**config.mk**
```make
export PLATFORM = sky130hd
export DESIGN_NAME = lcm_lane_ctrl
export DESIGN_NICKNAME = d
export VERILOG_FILES = /design/src/lcm_lane_ctrl.sv /design/src/lcm_smb_slave.sv
export SDC_FILE = /design/constraint.sdc
export NUM_CORES = 1
export LEC_CHECK = 0
export ABC_CLOCK_PERIOD_IN_PS = 7700
export BUFFER_PORTS_ARGS = -buffer_cell sky130_fd_sc_hd__buf_4
export CORE_UTILIZATION = 45
export DETAILED_ROUTE_END_ITERATION = 6
export MAX_ROUTING_LAYER = met4
export PLACE_DENSITY = 0.63
export SKIP_LAST_GASP = 1
export SYNTH_ARGS = -nofsm -noshare
export SYNTH_HDL_FRONTEND = slang
export SYNTH_SLANG_ARGS = --single-unit
```
**constraint.sdc**
```tcl
create_clock -name pclk -period 7.7 [get_ports pclk]
set_input_delay 0.385 -clock pclk [delete_from_list [all_inputs] [get_ports pclk]]
set_output_delay 0.385 -clock pclk [all_outputs]
set_load 0.05 [all_outputs]
```
**src/lcm_lane_ctrl.sv**
```systemverilog
// The APB interface to the registers and the register offsets were left to the implementer.
`timescale 1ns/1ps
package lcm_pkg;
    localparam int NSIDE = 2;
    localparam int NLANE = 4;
    localparam int NCH = NSIDE * NLANE;
    localparam int NSYNC = 15;
    localparam int CNT_W = 8;
    localparam int CLK_NS = 20;
    localparam int GEN2_MAX_NS = 200;
    localparam int GEN2_MAX_CYC = GEN2_MAX_NS / CLK_NS;
    localparam logic [3:0] IDX_STATUS = 4'h0;
    localparam logic [3:0] IDX_RATE = 4'h1;
    localparam logic [3:0] IDX_IDLE = 4'h2;
    localparam logic [3:0] IDX_LANE0 = 4'h8;
    localparam logic [7:0] LANE_RST = 8'h00;
    localparam logic [7:0] RATE_RST = 8'hAA;
    localparam logic [7:0] IDLE_RST = 8'h00;
    localparam logic [1:0] VOD_PIN = 2'h0;
    localparam logic [7:0] IDLE_PIN = 8'h00;
    localparam logic [2:0] SMB_ADDR_HI = 3'h5;
    localparam logic [1:0] RATE_GEN1 = 2'h0;
    localparam logic [1:0] RATE_GEN2 = 2'h1;
    localparam logic [1:0] RATE_AUTO = 2'h2;
    localparam logic [3:0] BITS_PER_BYTE = 4'h8;
    typedef struct packed {
        logic [1:0] vod;
        logic [2:0] deemph;
        logic [2:0] eq;
    } lcm_lane_cfg_t;
    typedef struct packed {
        logic [1:0] eq_a;
        logic [1:0] eq_b;
        logic [1:0] dem_a;
        logic [1:0] dem_b;
    } lcm_straps_t;
    typedef enum logic [8:0] {
        S_IDLE = 9'h001,
        S_ADDR = 9'h002,
        S_ACKA = 9'h004,
        S_CMD = 9'h008,
        S_ACKC = 9'h010,
        S_DATA = 9'h020,
        S_ACKD = 9'h040,
        S_TX = 9'h080,
        S_RACK = 9'h100
    } lcm_smb_st_t;
endpackage
// Notes on behaviour
// - With the mode input high, the control registers for equalization, de-emphasis, swing, rate and idle are reachable.
// - With the mode input low, register access other than to the status register is refused and eq and de-emphasis come from the straps.
// - With the mode input at 1, the shared clock pin serves as the management bus clock input.
// - In register mode the data pin is read as input and only ever pulled low, never driven high.
// - In register mode the four address straps set the slave address, and the host must use that address.
// - The side A and side B equalization straps count only while the mode input is low.
// - In pin mode one strap level applies alike to all four lanes of its side.
// - In register mode each lane takes its own settings from its own register.
// - In register mode the two side B equalization straps become the upper two address bits.
// - The device detects a second-generation stream per side and sets that side's de-emphasis timing to match.
// - De-emphasis straps count only in pin mode; in register mode they are clock, data and lower address bits.
// - In pin mode the rate pin forces first or second generation, and when floating the rate is detected after idle.
// - With the mode input at 1 the rate pin is ignored and rate comes from the registers.
module lcm_lane_ctrl import lcm_pkg::*; #(
    parameter int ADDR_W = 8,
    parameter int GEN2_MAX = GEN2_MAX_CYC
) (
    input wire logic pclk, // 50 MHz clock
    input wire logic presetn, // async reset, low
    input wire logic [ADDR_W-1:0] paddr, // apb byte address
    input wire logic psel, // apb select
    input wire logic penable, // apb access phase
    input wire logic pwrite, // apb write
    input wire logic [31:0] pwdata, // apb write data
    output logic [31:0] prdata, // apb read data
    output logic pready, // apb ready
    output logic pslverr, // apb error
    input wire logic config_bus_mode_select, // 1 = register mode
    input wire logic [1:0] side_a_equalizer_level_straps, // eq level, side a
    input wire logic [1:0] side_b_equalizer_level_straps, // eq level, side b / addr hi
    input wire logic [1:0] side_a_deemphasis_level_straps, // de-emph a / scl, sda in
    input wire logic [1:0] side_b_deemphasis_level_straps, // de-emph b / addr lo
    output logic sda_out, // sda drive level
    output logic sda_oe, // sda pull enable
    input wire logic rate_select_pin, // forced rate level
    input wire logic rate_select_float, // rate pin left open
    input wire logic [1:0] rx_rate_clk, // recovered clock per side
    input wire logic [1:0] rx_idle, // electrical idle per side
    output lcm_lane_cfg_t [NCH-1:0] lane_cfg, // per-lane settings
    output logic [1:0] side_gen2, // de-emph timing gen2
    output logic [7:0] idle_threshold, // idle detect setting
    output logic register_mode // current mode
);
    if (ADDR_W < 7 || GEN2_MAX < 1 || GEN2_MAX > 254) begin : g_chk
        $error("lcm_lane_ctrl: unsupported parameter value");
    end

    logic [NSYNC-1:0] pin_raw, sync1_r, sync2_r;
    lcm_straps_t straps_s;
    logic mode_s, rate_pin_s, rate_flt_s;
    logic [1:0] rclk_s, idle_s;
    logic mode_r;
    logic [7:0] rate_reg_r, idle_reg_r;
    lcm_lane_cfg_t [NCH-1:0] lane_reg_r;
    lcm_lane_cfg_t [NCH-1:0] lane_cfg_r;
    logic [1:0] det_gen2;
    logic [1:0] gen2_r;
    logic [7:0] idle_th_r;
    logic sda_oe_r;
    logic [31:0] prdata_r;
    logic pready_r, pslverr_r;
    logic [3:0] idx;
    logic mapped, allowed, apb_req, apb_we;
    logic smb_oe, smb_we;
    logic [7:0] smb_cmd, smb_wd, smb_rd;
    logic smb_hit;
    logic [6:0] slave_addr;

    assign pin_raw = {rx_idle, rx_rate_clk, rate_select_float, rate_select_pin, config_bus_mode_select,
                      side_a_equalizer_level_straps, side_b_equalizer_level_straps,
                      side_a_deemphasis_level_straps, side_b_deemphasis_level_straps};

    // every pin crosses two flops before use
    always_ff @(posedge pclk or negedge presetn) begin
        if (!presetn) begin
            sync1_r <= '0;
            sync2_r <= '0;
        end else begin
            sync1_r <= pin_raw;
            sync2_r <= sync1_r;
        end
    end

    assign straps_s = sync2_r[7:0];
    assign mode_s = sync2_r[8];
    assign rate_pin_s = sync2_r[9];
    assign rate_flt_s = sync2_r[10];
    assign rclk_s = sync2_r[12:11];
    assign idle_s = sync2_r[14:13];

    // reset and pulldown mean pin mode
    always_ff @(posedge pclk or negedge presetn) begin
        if (!presetn) begin
            mode_r <= 1'b0;
        end else begin
            mode_r <= mode_s;
        end
    end

    // side b eq straps give the top two bits
    assign slave_addr = {SMB_ADDR_HI, straps_s.eq_b[0], straps_s.eq_b[1],
                         straps_s.dem_b[0], straps_s.dem_b[1]};

    // scl taken from the shared pin
    // de-emphasis a straps carry scl and sda
    lcm_smb_slave u_smb (
        .pclk(pclk),
        .presetn(presetn),
        .en(mode_r),
        .scl(straps_s.dem_a[1]),
        .sda(straps_s.dem_a[0]),
        .dev_addr(slave_addr),
        .rd_data(smb_rd),
        .sda_oe(smb_oe),
        .wr_en(smb_we),
        .cmd(smb_cmd),
        .wr_data(smb_wd)
    );

    // open drain, only ever pulls low
    always_ff @(posedge pclk or negedge presetn) begin
        if (!presetn) begin
            sda_oe_r <= 1'b0;
        end else begin
            sda_oe_r <= smb_oe & mode_r;
        end
    end

    assign smb_hit = (smb_cmd[7:4] == 4'h0);

    function automatic logic [7:0] reg_read(input logic [3:0] i);
        logic [7:0] v;
        v = 8'h00;
        if (i == IDX_STATUS) begin
            v = {5'h00, det_gen2, mode_r};
        end else if (i == IDX_RATE) begin
            v = rate_reg_r;
        end else if (i == IDX_IDLE) begin
            v = idle_reg_r;
        end else if (i >= IDX_LANE0) begin
            v = lane_reg_r[i[2:0]];
        end
        return v;
    endfunction

    always_comb smb_rd = smb_hit ? reg_read(smb_cmd[3:0]) : 8'h00;
    assign idx = paddr[5:2];

    // full map only in register mode
    // pin mode refuses all but status
    always_comb begin
        mapped = (paddr[ADDR_W-1:6] == '0) &&
                 (idx == IDX_STATUS || idx == IDX_RATE || idx == IDX_IDLE || idx >= IDX_LANE0);
        allowed = mapped && (mode_r || idx == IDX_STATUS);
    end

    // one wait state, so pready answers in the second access cycle
    assign apb_req = psel & penable & ~pready_r;
    assign apb_we = psel & penable & pready_r & pwrite & allowed & (idx != IDX_STATUS);

    always_ff @(posedge pclk or negedge presetn) begin
        if (!presetn) begin
            pready_r <= 1'b0;
            pslverr_r <= 1'b0;
            prdata_r <= 32'h00000000;
        end else begin
            pready_r <= apb_req;
            pslverr_r <= apb_req & ~allowed;
            if (apb_req && allowed && !pwrite) begin
                prdata_r <= {24'h000000, reg_read(idx)};
            end else begin
                prdata_r <= 32'h00000000;
            end
        end
    end

    // a same-cycle write from both buses to one register keeps the smbus byte
    always_ff @(posedge pclk or negedge presetn) begin
        if (!presetn) begin
            rate_reg_r <= RATE_RST;
            idle_reg_r <= IDLE_RST;
        end else begin
            if (smb_we && smb_hit && smb_cmd[3:0] == IDX_RATE) begin
                rate_reg_r <= smb_wd;
            end else if (apb_we && idx == IDX_RATE) begin
                rate_reg_r <= pwdata[7:0];
            end
            if (smb_we && smb_hit && smb_cmd[3:0] == IDX_IDLE) begin
                idle_reg_r <= smb_wd;
            end else if (apb_we && idx == IDX_IDLE) begin
                idle_reg_r <= pwdata[7:0];
            end
        end
    end

    for (genvar c = 0; c < NCH; c++) begin : g_lane
        localparam logic [3:0] LIDX = IDX_LANE0 + 4'(c);
        localparam int SIDE = c / NLANE;
        logic [1:0] eq_pin, dem_pin;
        assign eq_pin = (SIDE == 0) ? straps_s.eq_a : straps_s.eq_b;
        assign dem_pin = (SIDE == 0) ? straps_s.dem_a : straps_s.dem_b;

        always_ff @(posedge pclk or negedge presetn) begin
            if (!presetn) begin
                lane_reg_r[c] <= LANE_RST;
            end else if (smb_we && smb_hit && smb_cmd[3:0] == LIDX) begin
                lane_reg_r[c] <= smb_wd;
            end else if (apb_we && idx == LIDX) begin
                lane_reg_r[c] <= pwdata[7:0];
            end
        end

        always_ff @(posedge pclk or negedge presetn) begin
            if (!presetn) begin
                lane_cfg_r[c] <= LANE_RST;
            end else if (mode_r) begin
                // each lane from its own register
                lane_cfg_r[c] <= lane_reg_r[c];
            end else begin
                // eq straps used only in pin mode
                // one level for all lanes of a side
                // de-emphasis straps used only in pin mode
                lane_cfg_r[c].vod <= VOD_PIN;
                lane_cfg_r[c].deemph <= {1'b0, dem_pin};
                lane_cfg_r[c].eq <= {1'b0, eq_pin};
            end
        end
    end

    // rate detector: period of the recovered clock, rearmed on each idle exit
    for (genvar s = 0; s < NSIDE; s++) begin : g_rate
        logic rclk_q, idle_q, armed_r, seen_r, det_r;
        logic [CNT_W-1:0] cnt_r;

        always_ff @(posedge pclk or negedge presetn) begin
            if (!presetn) begin
                rclk_q <= 1'b0;
                idle_q <= 1'b0;
            end else begin
                rclk_q <= rclk_s[s];
                idle_q <= idle_s[s];
            end
        end

        // gen2 when the period fits the bound
        // measure again after each exit from idle
        always_ff @(posedge pclk or negedge presetn) begin
            if (!presetn) begin
                armed_r <= 1'b1;
                seen_r <= 1'b0;
                det_r <= 1'b0;
                cnt_r <= '0;
            end else if (idle_q && !idle_s[s]) begin
                armed_r <= 1'b1;
                seen_r <= 1'b0;
                cnt_r <= '0;
            end else if (armed_r) begin
                if (cnt_r != '1) begin
                    cnt_r <= cnt_r + 1'b1;
                end
                if (rclk_s[s] && !rclk_q) begin
                    if (!seen_r) begin
                        seen_r <= 1'b1;
                        cnt_r <= '0;
                    end else begin
                        det_r <= (cnt_r < CNT_W'(GEN2_MAX));
                        armed_r <= 1'b0;
                    end
                end
            end
        end

        assign det_gen2[s] = det_r;
    end

    always_ff @(posedge pclk or negedge presetn) begin
        if (!presetn) begin
            gen2_r <= 2'b00;
        end else begin
            for (int s = 0; s < NSIDE; s++) begin
                logic [1:0] rm;
                rm = RATE_AUTO;
                if (mode_r) begin
                    rm = rate_reg_r[2*s+:2];
                end else if (!rate_flt_s) begin
                    rm = {1'b0, rate_pin_s};
                end
                if (rm == RATE_GEN1) begin
                    gen2_r[s] <= 1'b0;
                end else if (rm == RATE_GEN2) begin
                    gen2_r[s] <= 1'b1;
                end else begin
                    gen2_r[s] <= det_gen2[s];
                end
            end
        end
    end

    always_ff @(posedge pclk or negedge presetn) begin
        if (!presetn) begin
            idle_th_r <= IDLE_PIN;
        end else begin
            idle_th_r <= mode_r ? idle_reg_r : IDLE_PIN;
        end
    end

    assign prdata = prdata_r;
    assign pready = pready_r;
    assign pslverr = pslverr_r;
    assign sda_out = 1'b0;
    assign sda_oe = sda_oe_r;
    assign lane_cfg = lane_cfg_r;
    assign side_gen2 = gen2_r;
    assign idle_threshold = idle_th_r;
    assign register_mode = mode_r;
endmodule

```
**src/lcm_smb_slave.sv**
```systemverilog
`timescale 1ns/1ps

module lcm_smb_slave import lcm_pkg::*; (
    input wire logic pclk, // system clock
    input wire logic presetn, // async reset, low
    input wire logic en, // register mode
    input wire logic scl, // synchronised clock pin
    input wire logic sda, // synchronised data pin
    input wire logic [6:0] dev_addr, // own address
    input wire logic [7:0] rd_data, // byte at cmd
    output logic sda_oe, // pull data low
    output logic wr_en, // one-cycle write strobe
    output logic [7:0] cmd, // register index
    output logic [7:0] wr_data // write byte
);
    lcm_smb_st_t st_r;
    logic scl_q, sda_q, rw_r, nack_r;
    logic [7:0] shift_r;
    logic [3:0] bcnt_r;
    logic start, stop, rise, fall;

    assign start = en & scl & scl_q & sda_q & ~sda;
    assign stop = en & scl & scl_q & ~sda_q & sda;
    assign rise = scl & ~scl_q;
    assign fall = ~scl & scl_q;

    always_ff @(posedge pclk or negedge presetn) begin
        if (!presetn) begin
            scl_q <= 1'b1;
            sda_q <= 1'b1;
        end else begin
            scl_q <= scl;
            sda_q <= sda;
        end
    end

    // bits are sampled on scl rise and driven after scl fall
    always_ff @(posedge pclk or negedge presetn) begin
        if (!presetn) begin
            st_r <= S_IDLE;
            sda_oe <= 1'b0;
            wr_en <= 1'b0;
            cmd <= 8'h00;
            wr_data <= 8'h00;
            shift_r <= 8'h00;
            bcnt_r <= 4'h0;
            rw_r <= 1'b0;
            nack_r <= 1'b0;
        end else begin
            wr_en <= 1'b0;
            if (!en || stop) begin
                st_r <= S_IDLE;
                sda_oe <= 1'b0;
            end else if (start) begin
                st_r <= S_ADDR;
                bcnt_r <= 4'h0;
                sda_oe <= 1'b0;
            end else if (rise) begin
                if ((st_r == S_ADDR || st_r == S_CMD || st_r == S_DATA) && bcnt_r != BITS_PER_BYTE) begin
                    shift_r <= {shift_r[6:0], sda};
                    bcnt_r <= bcnt_r + 4'h1;
                end
                if (st_r == S_RACK) begin
                    nack_r <= sda;
                end
            end else if (fall) begin
                case (st_r)
                    S_ADDR: begin
                        if (bcnt_r == BITS_PER_BYTE) begin
                            if (shift_r[7:1] == dev_addr) begin
                                rw_r <= shift_r[0];
                                sda_oe <= 1'b1;
                                st_r <= S_ACKA;
                            end else begin
                                st_r <= S_IDLE;
                            end
                        end
                    end
                    S_CMD: begin
                        if (bcnt_r == BITS_PER_BYTE) begin
                            cmd <= shift_r;
                            sda_oe <= 1'b1;
                            st_r <= S_ACKC;
                        end
                    end
                    S_DATA: begin
                        if (bcnt_r == BITS_PER_BYTE) begin
                            wr_data <= shift_r;
                            wr_en <= 1'b1;
                            sda_oe <= 1'b1;
                            st_r <= S_ACKD;
                        end
                    end
                    S_ACKA, S_RACK: begin
                        if ((st_r == S_ACKA && rw_r) || (st_r == S_RACK && !nack_r)) begin
                            shift_r <= rd_data;
                            sda_oe <= ~rd_data[7];
                            bcnt_r <= 4'h1;
                            st_r <= S_TX;
                        end else if (st_r == S_ACKA) begin
                            sda_oe <= 1'b0;
                            bcnt_r <= 4'h0;
                            st_r <= S_CMD;
                        end else begin
                            st_r <= S_IDLE;
                        end
                    end
                    S_ACKC, S_ACKD: begin
                        // successive data bytes go to successive registers
                        if (st_r == S_ACKD) begin
                            cmd <= cmd + 8'h01;
                        end
                        sda_oe <= 1'b0;
                        bcnt_r <= 4'h0;
                        st_r <= S_DATA;
                    end
                    S_TX: begin
                        if (bcnt_r == BITS_PER_BYTE) begin
                            sda_oe <= 1'b0;
                            cmd <= cmd + 8'h01;
                            st_r <= S_RACK;
                        end else begin
                            sda_oe <= ~shift_r[6];
                            shift_r <= {shift_r[6:0], 1'b0};
                            bcnt_r <= bcnt_r + 4'h1;
                        end
                    end
                    default: begin
                        st_r <= S_IDLE;
                    end
                endcase
            end
        end
    end
endmodule

```
==> metrics.yaml <==
routing:
  first_pass_iters: 5
  wl_um: 33240
  drt_iter0_markers: 720
  viasPerCell: 5.579
  drc: 0
  wl_per_cell_um: 18.93
  dr_total_vias: 9797
  ant_nets: 0
final_layout:
  antennaDiodeCount: 0
  area_growth_pct: 16.34
  nets: 1425
  utilization_pct: 53.87
  nFillCells: 2525
  drive_gt1_share_pct: 18.87
worst_setup_path:
  worstPathRequired_ps: 8080
  reg2reg_to: "lane_reg_r[57]"
  r2r_start: "register_mode"
  crit_path_start_kind: "flip-flop"
  r2r_slack_ps: 4480
  crit_fanout: 64
  r2r_cells: 7
  crit_type: "reg -> reg"
  end_kind: "flip-flop"
  crit_arrival_ps: 3600
placed_design:
  pre_cts_ws_ps: 4493
  port_buffers: 119
  dp_hpwl_um: 22830
  gp_congestion: 0.8858
job:
  cap_violations: 0
synthesis:
  async_flop_share_pct: 100.0
  ys_ff_latch: 265
  synth_edf_count: 0
  yosys_warnings: 0
  ys_top_cells_by_count: "dfrtp_1, nand2_1, nor2_1, a21oi_1, mux2i_1"
  yosysSeqAreaShare_pct: 50.94
  synth_top_area_cell: "dfrtp_1"
  synth_area_leaders: "dfrtp_1, mux2i_1, mux4_2"
  synthMostInstantiatedCell: "dfrtp_1"
  syn_area_sq_um: 13040
  synthCells: 1265
  yosysTopAreaCellShare_pct: 49.12
  synth_ff_type: "dfrtp_1"
  syn_area_per_cell_sq_um: 10.31
  ys_types: 72
die:
  io-pin-count: 171
  die_w_um: 172.2
  die_y_um: 172.2
  core-area_sq_um: 28160
  num_rows: 61
  start_util_pct: 46.31
  dieArea_sq_um: 29660
min_path:
  worstHoldStart: "penable"
  hold_class: "in -> reg"
  min_path_cells: 3
  min_to: "pready"
clocking:
  htreeDepth: 1
  cts_buffers: 29
  ctsRootBufferMaster: "clkbuf_16"
  cts.repair.resized: 0
  clk_pin_slew_ps: 60
  cts_tree: "built"
  cts_hold_buf: 16
  clk_latency_ps: 550
  post_cts_buffers: 0
  clockBufferDepth: 3
  clock_sinks: 265
timing:
  fmax_mhz: 310.9
  setup_violations: 0
  skew_ps: 11.49
  timing_hold_violations_final: 0
  rsz0062_at_grt: "no"
  setup_tns_ps: 0
  slew_viol_final: 0
  slew_headroom_pct: 28.10
  worst_pin_slew_ps: 1074
  layout_min_cycle_time_ps: 3217
  layout_setup_ws_ps: 4483
  finalCritPeriodShare_pct: 41.77
power_and_ir_drop:
  p_per_area_nw_per_um2: 221.1
  p_leak_nw: 6.233
  ir_drop_mv: 0.1325
grt:
  antenna_found_initial: 0
  grtUsageTotal_pct: 23.92
  overflow: 0
  grt_pass1_vias: 9563
  grt_pass1_wl_um: 53030
  grt_start_max_net_pins: 152
status:
  outcome: "completed"
[per-stage QoR]
stage / cells / hold WS [ps] / instance area (sq um) / power (W)
after floorplan: 1289 / 89.41 / 13130 / 0.001822
after global placement: 1686 / 333.3 / 14020 / 0.001953
after detailed placement: 1686 / 336.3 / 14020 / 0.001960
after CTS: 1756 / 118.4 / 15170 / 0.003395
after global routing: 1756 / 148.1 / 15170 / 0.003485
final: 1756 / 140.9 / 15170 / 0.003355
[final cells by class]
cell class | instances | area [sq um] | share of cell area, %
Clock inverter | 12 | 122.6 | 0.8082
Clock buffer | 42 | 864.6 | 5.698
Timing Repair Buffer | 139 | 1104 | 7.274
Sequential cell | 265 | 6644 | 43.79
Tap cell | 378 | 473.0 | 3.117
Inverter | 19 | 71.32 | 0.4701
Multi-Input combinational cell | 901 | 5893 | 38.84
[placed cells by master (no fill, tap or decap), drive strengths merged, types with 15 or more instances in the layout]
cell type    count
and2            45
a21oi          124
clkbuf          42
nor2           129
dlygate4sd3     16
nor3            17
nand3           42
nand2          150
buf            123
conb            25
mux4            32
mux2            15
dfrtp          256
o21ai           68
nand2b          20
mux2i           95
inv             20
[cells by family (layout without fill, tap and decap cells)]
group                    after synthesis  in the layout  synth area share, %
multiplexers                         142            142                14.14
buffers and inverters                123            212                4.567
XOR/XNOR                               8              8               0.5372
flip-flops                           265            265                50.94
AND/OR/NAND/NOR                      465            465                17.47
AO/OA/AOI/OAI                        251            251                11.36
adder cells (fa/ha/maj)               10             10               0.9594
other                                  1             25              0.02875
[worst max-delay path, cell delays in order, from the launching register on]
cell	delay (ps)
dfrtp_2	660
buf_4	550
nand3_1	140
nor3_1	280
nand4_1	390
nor2_2	640
mux2i_1	260
o21ai_0	90
[routing by layer]
| layer | vias up | routed length [um] | global-route usage [%] |
|---|---|---|---|
| met4 | 0 | 589 | 5.848 |
| met1 | 4887 | 14320 | 31.85 |
| met2 | 292 | 16310 | 38.71 |
| li1 | 4567 | - | - |
| met3 | 51 | 2020 | 3.388 |
| met5 | - | 0 | - |
[state kept, by name, indices dropped and copies added, names as in the netlist, 9 cells and up]
register	count
lane_reg_r	64
u_smb.st_r	9
sync1_r	15
sync2_r	15
lane_cfg	64
g_rate.cnt_r	16
[worst max path at each step]
| stage | from | slack (ps) | depth (start not counted) | endpoint |
|---|---|---|---|---|
| after floorplan | register_mode | 5260 | 8 | u_smb.nack_r |
| after global placement | register_mode | 4520 | 7 | rate_reg_r[0] |
| after detailed placement | register_mode | 4490 | 7 | rate_reg_r[2] |
| after CTS | register_mode | 4450 | 7 | rate_reg_r[2] |
| after global routing | register_mode | 4140 | 7 | rate_reg_r[6] |
| final | register_mode | 4480 | 7 | lane_reg_r[57] |
[report_power, final]
part | leakage, nW | internal (W) | total [W] | switching [W]
Sequential | 2.96 | 0.00146 | 0.00153 | 0.0000645
Combinational | 2.78 | 0.000130 | 0.000410 | 0.000280
Clock | 0.487 | 0.000845 | 0.00142 | 0.000570
Total | 6.23 | 0.00244 | 0.00335 | 0.000915
No activity file was read; power rests on OpenSTA's default activity.
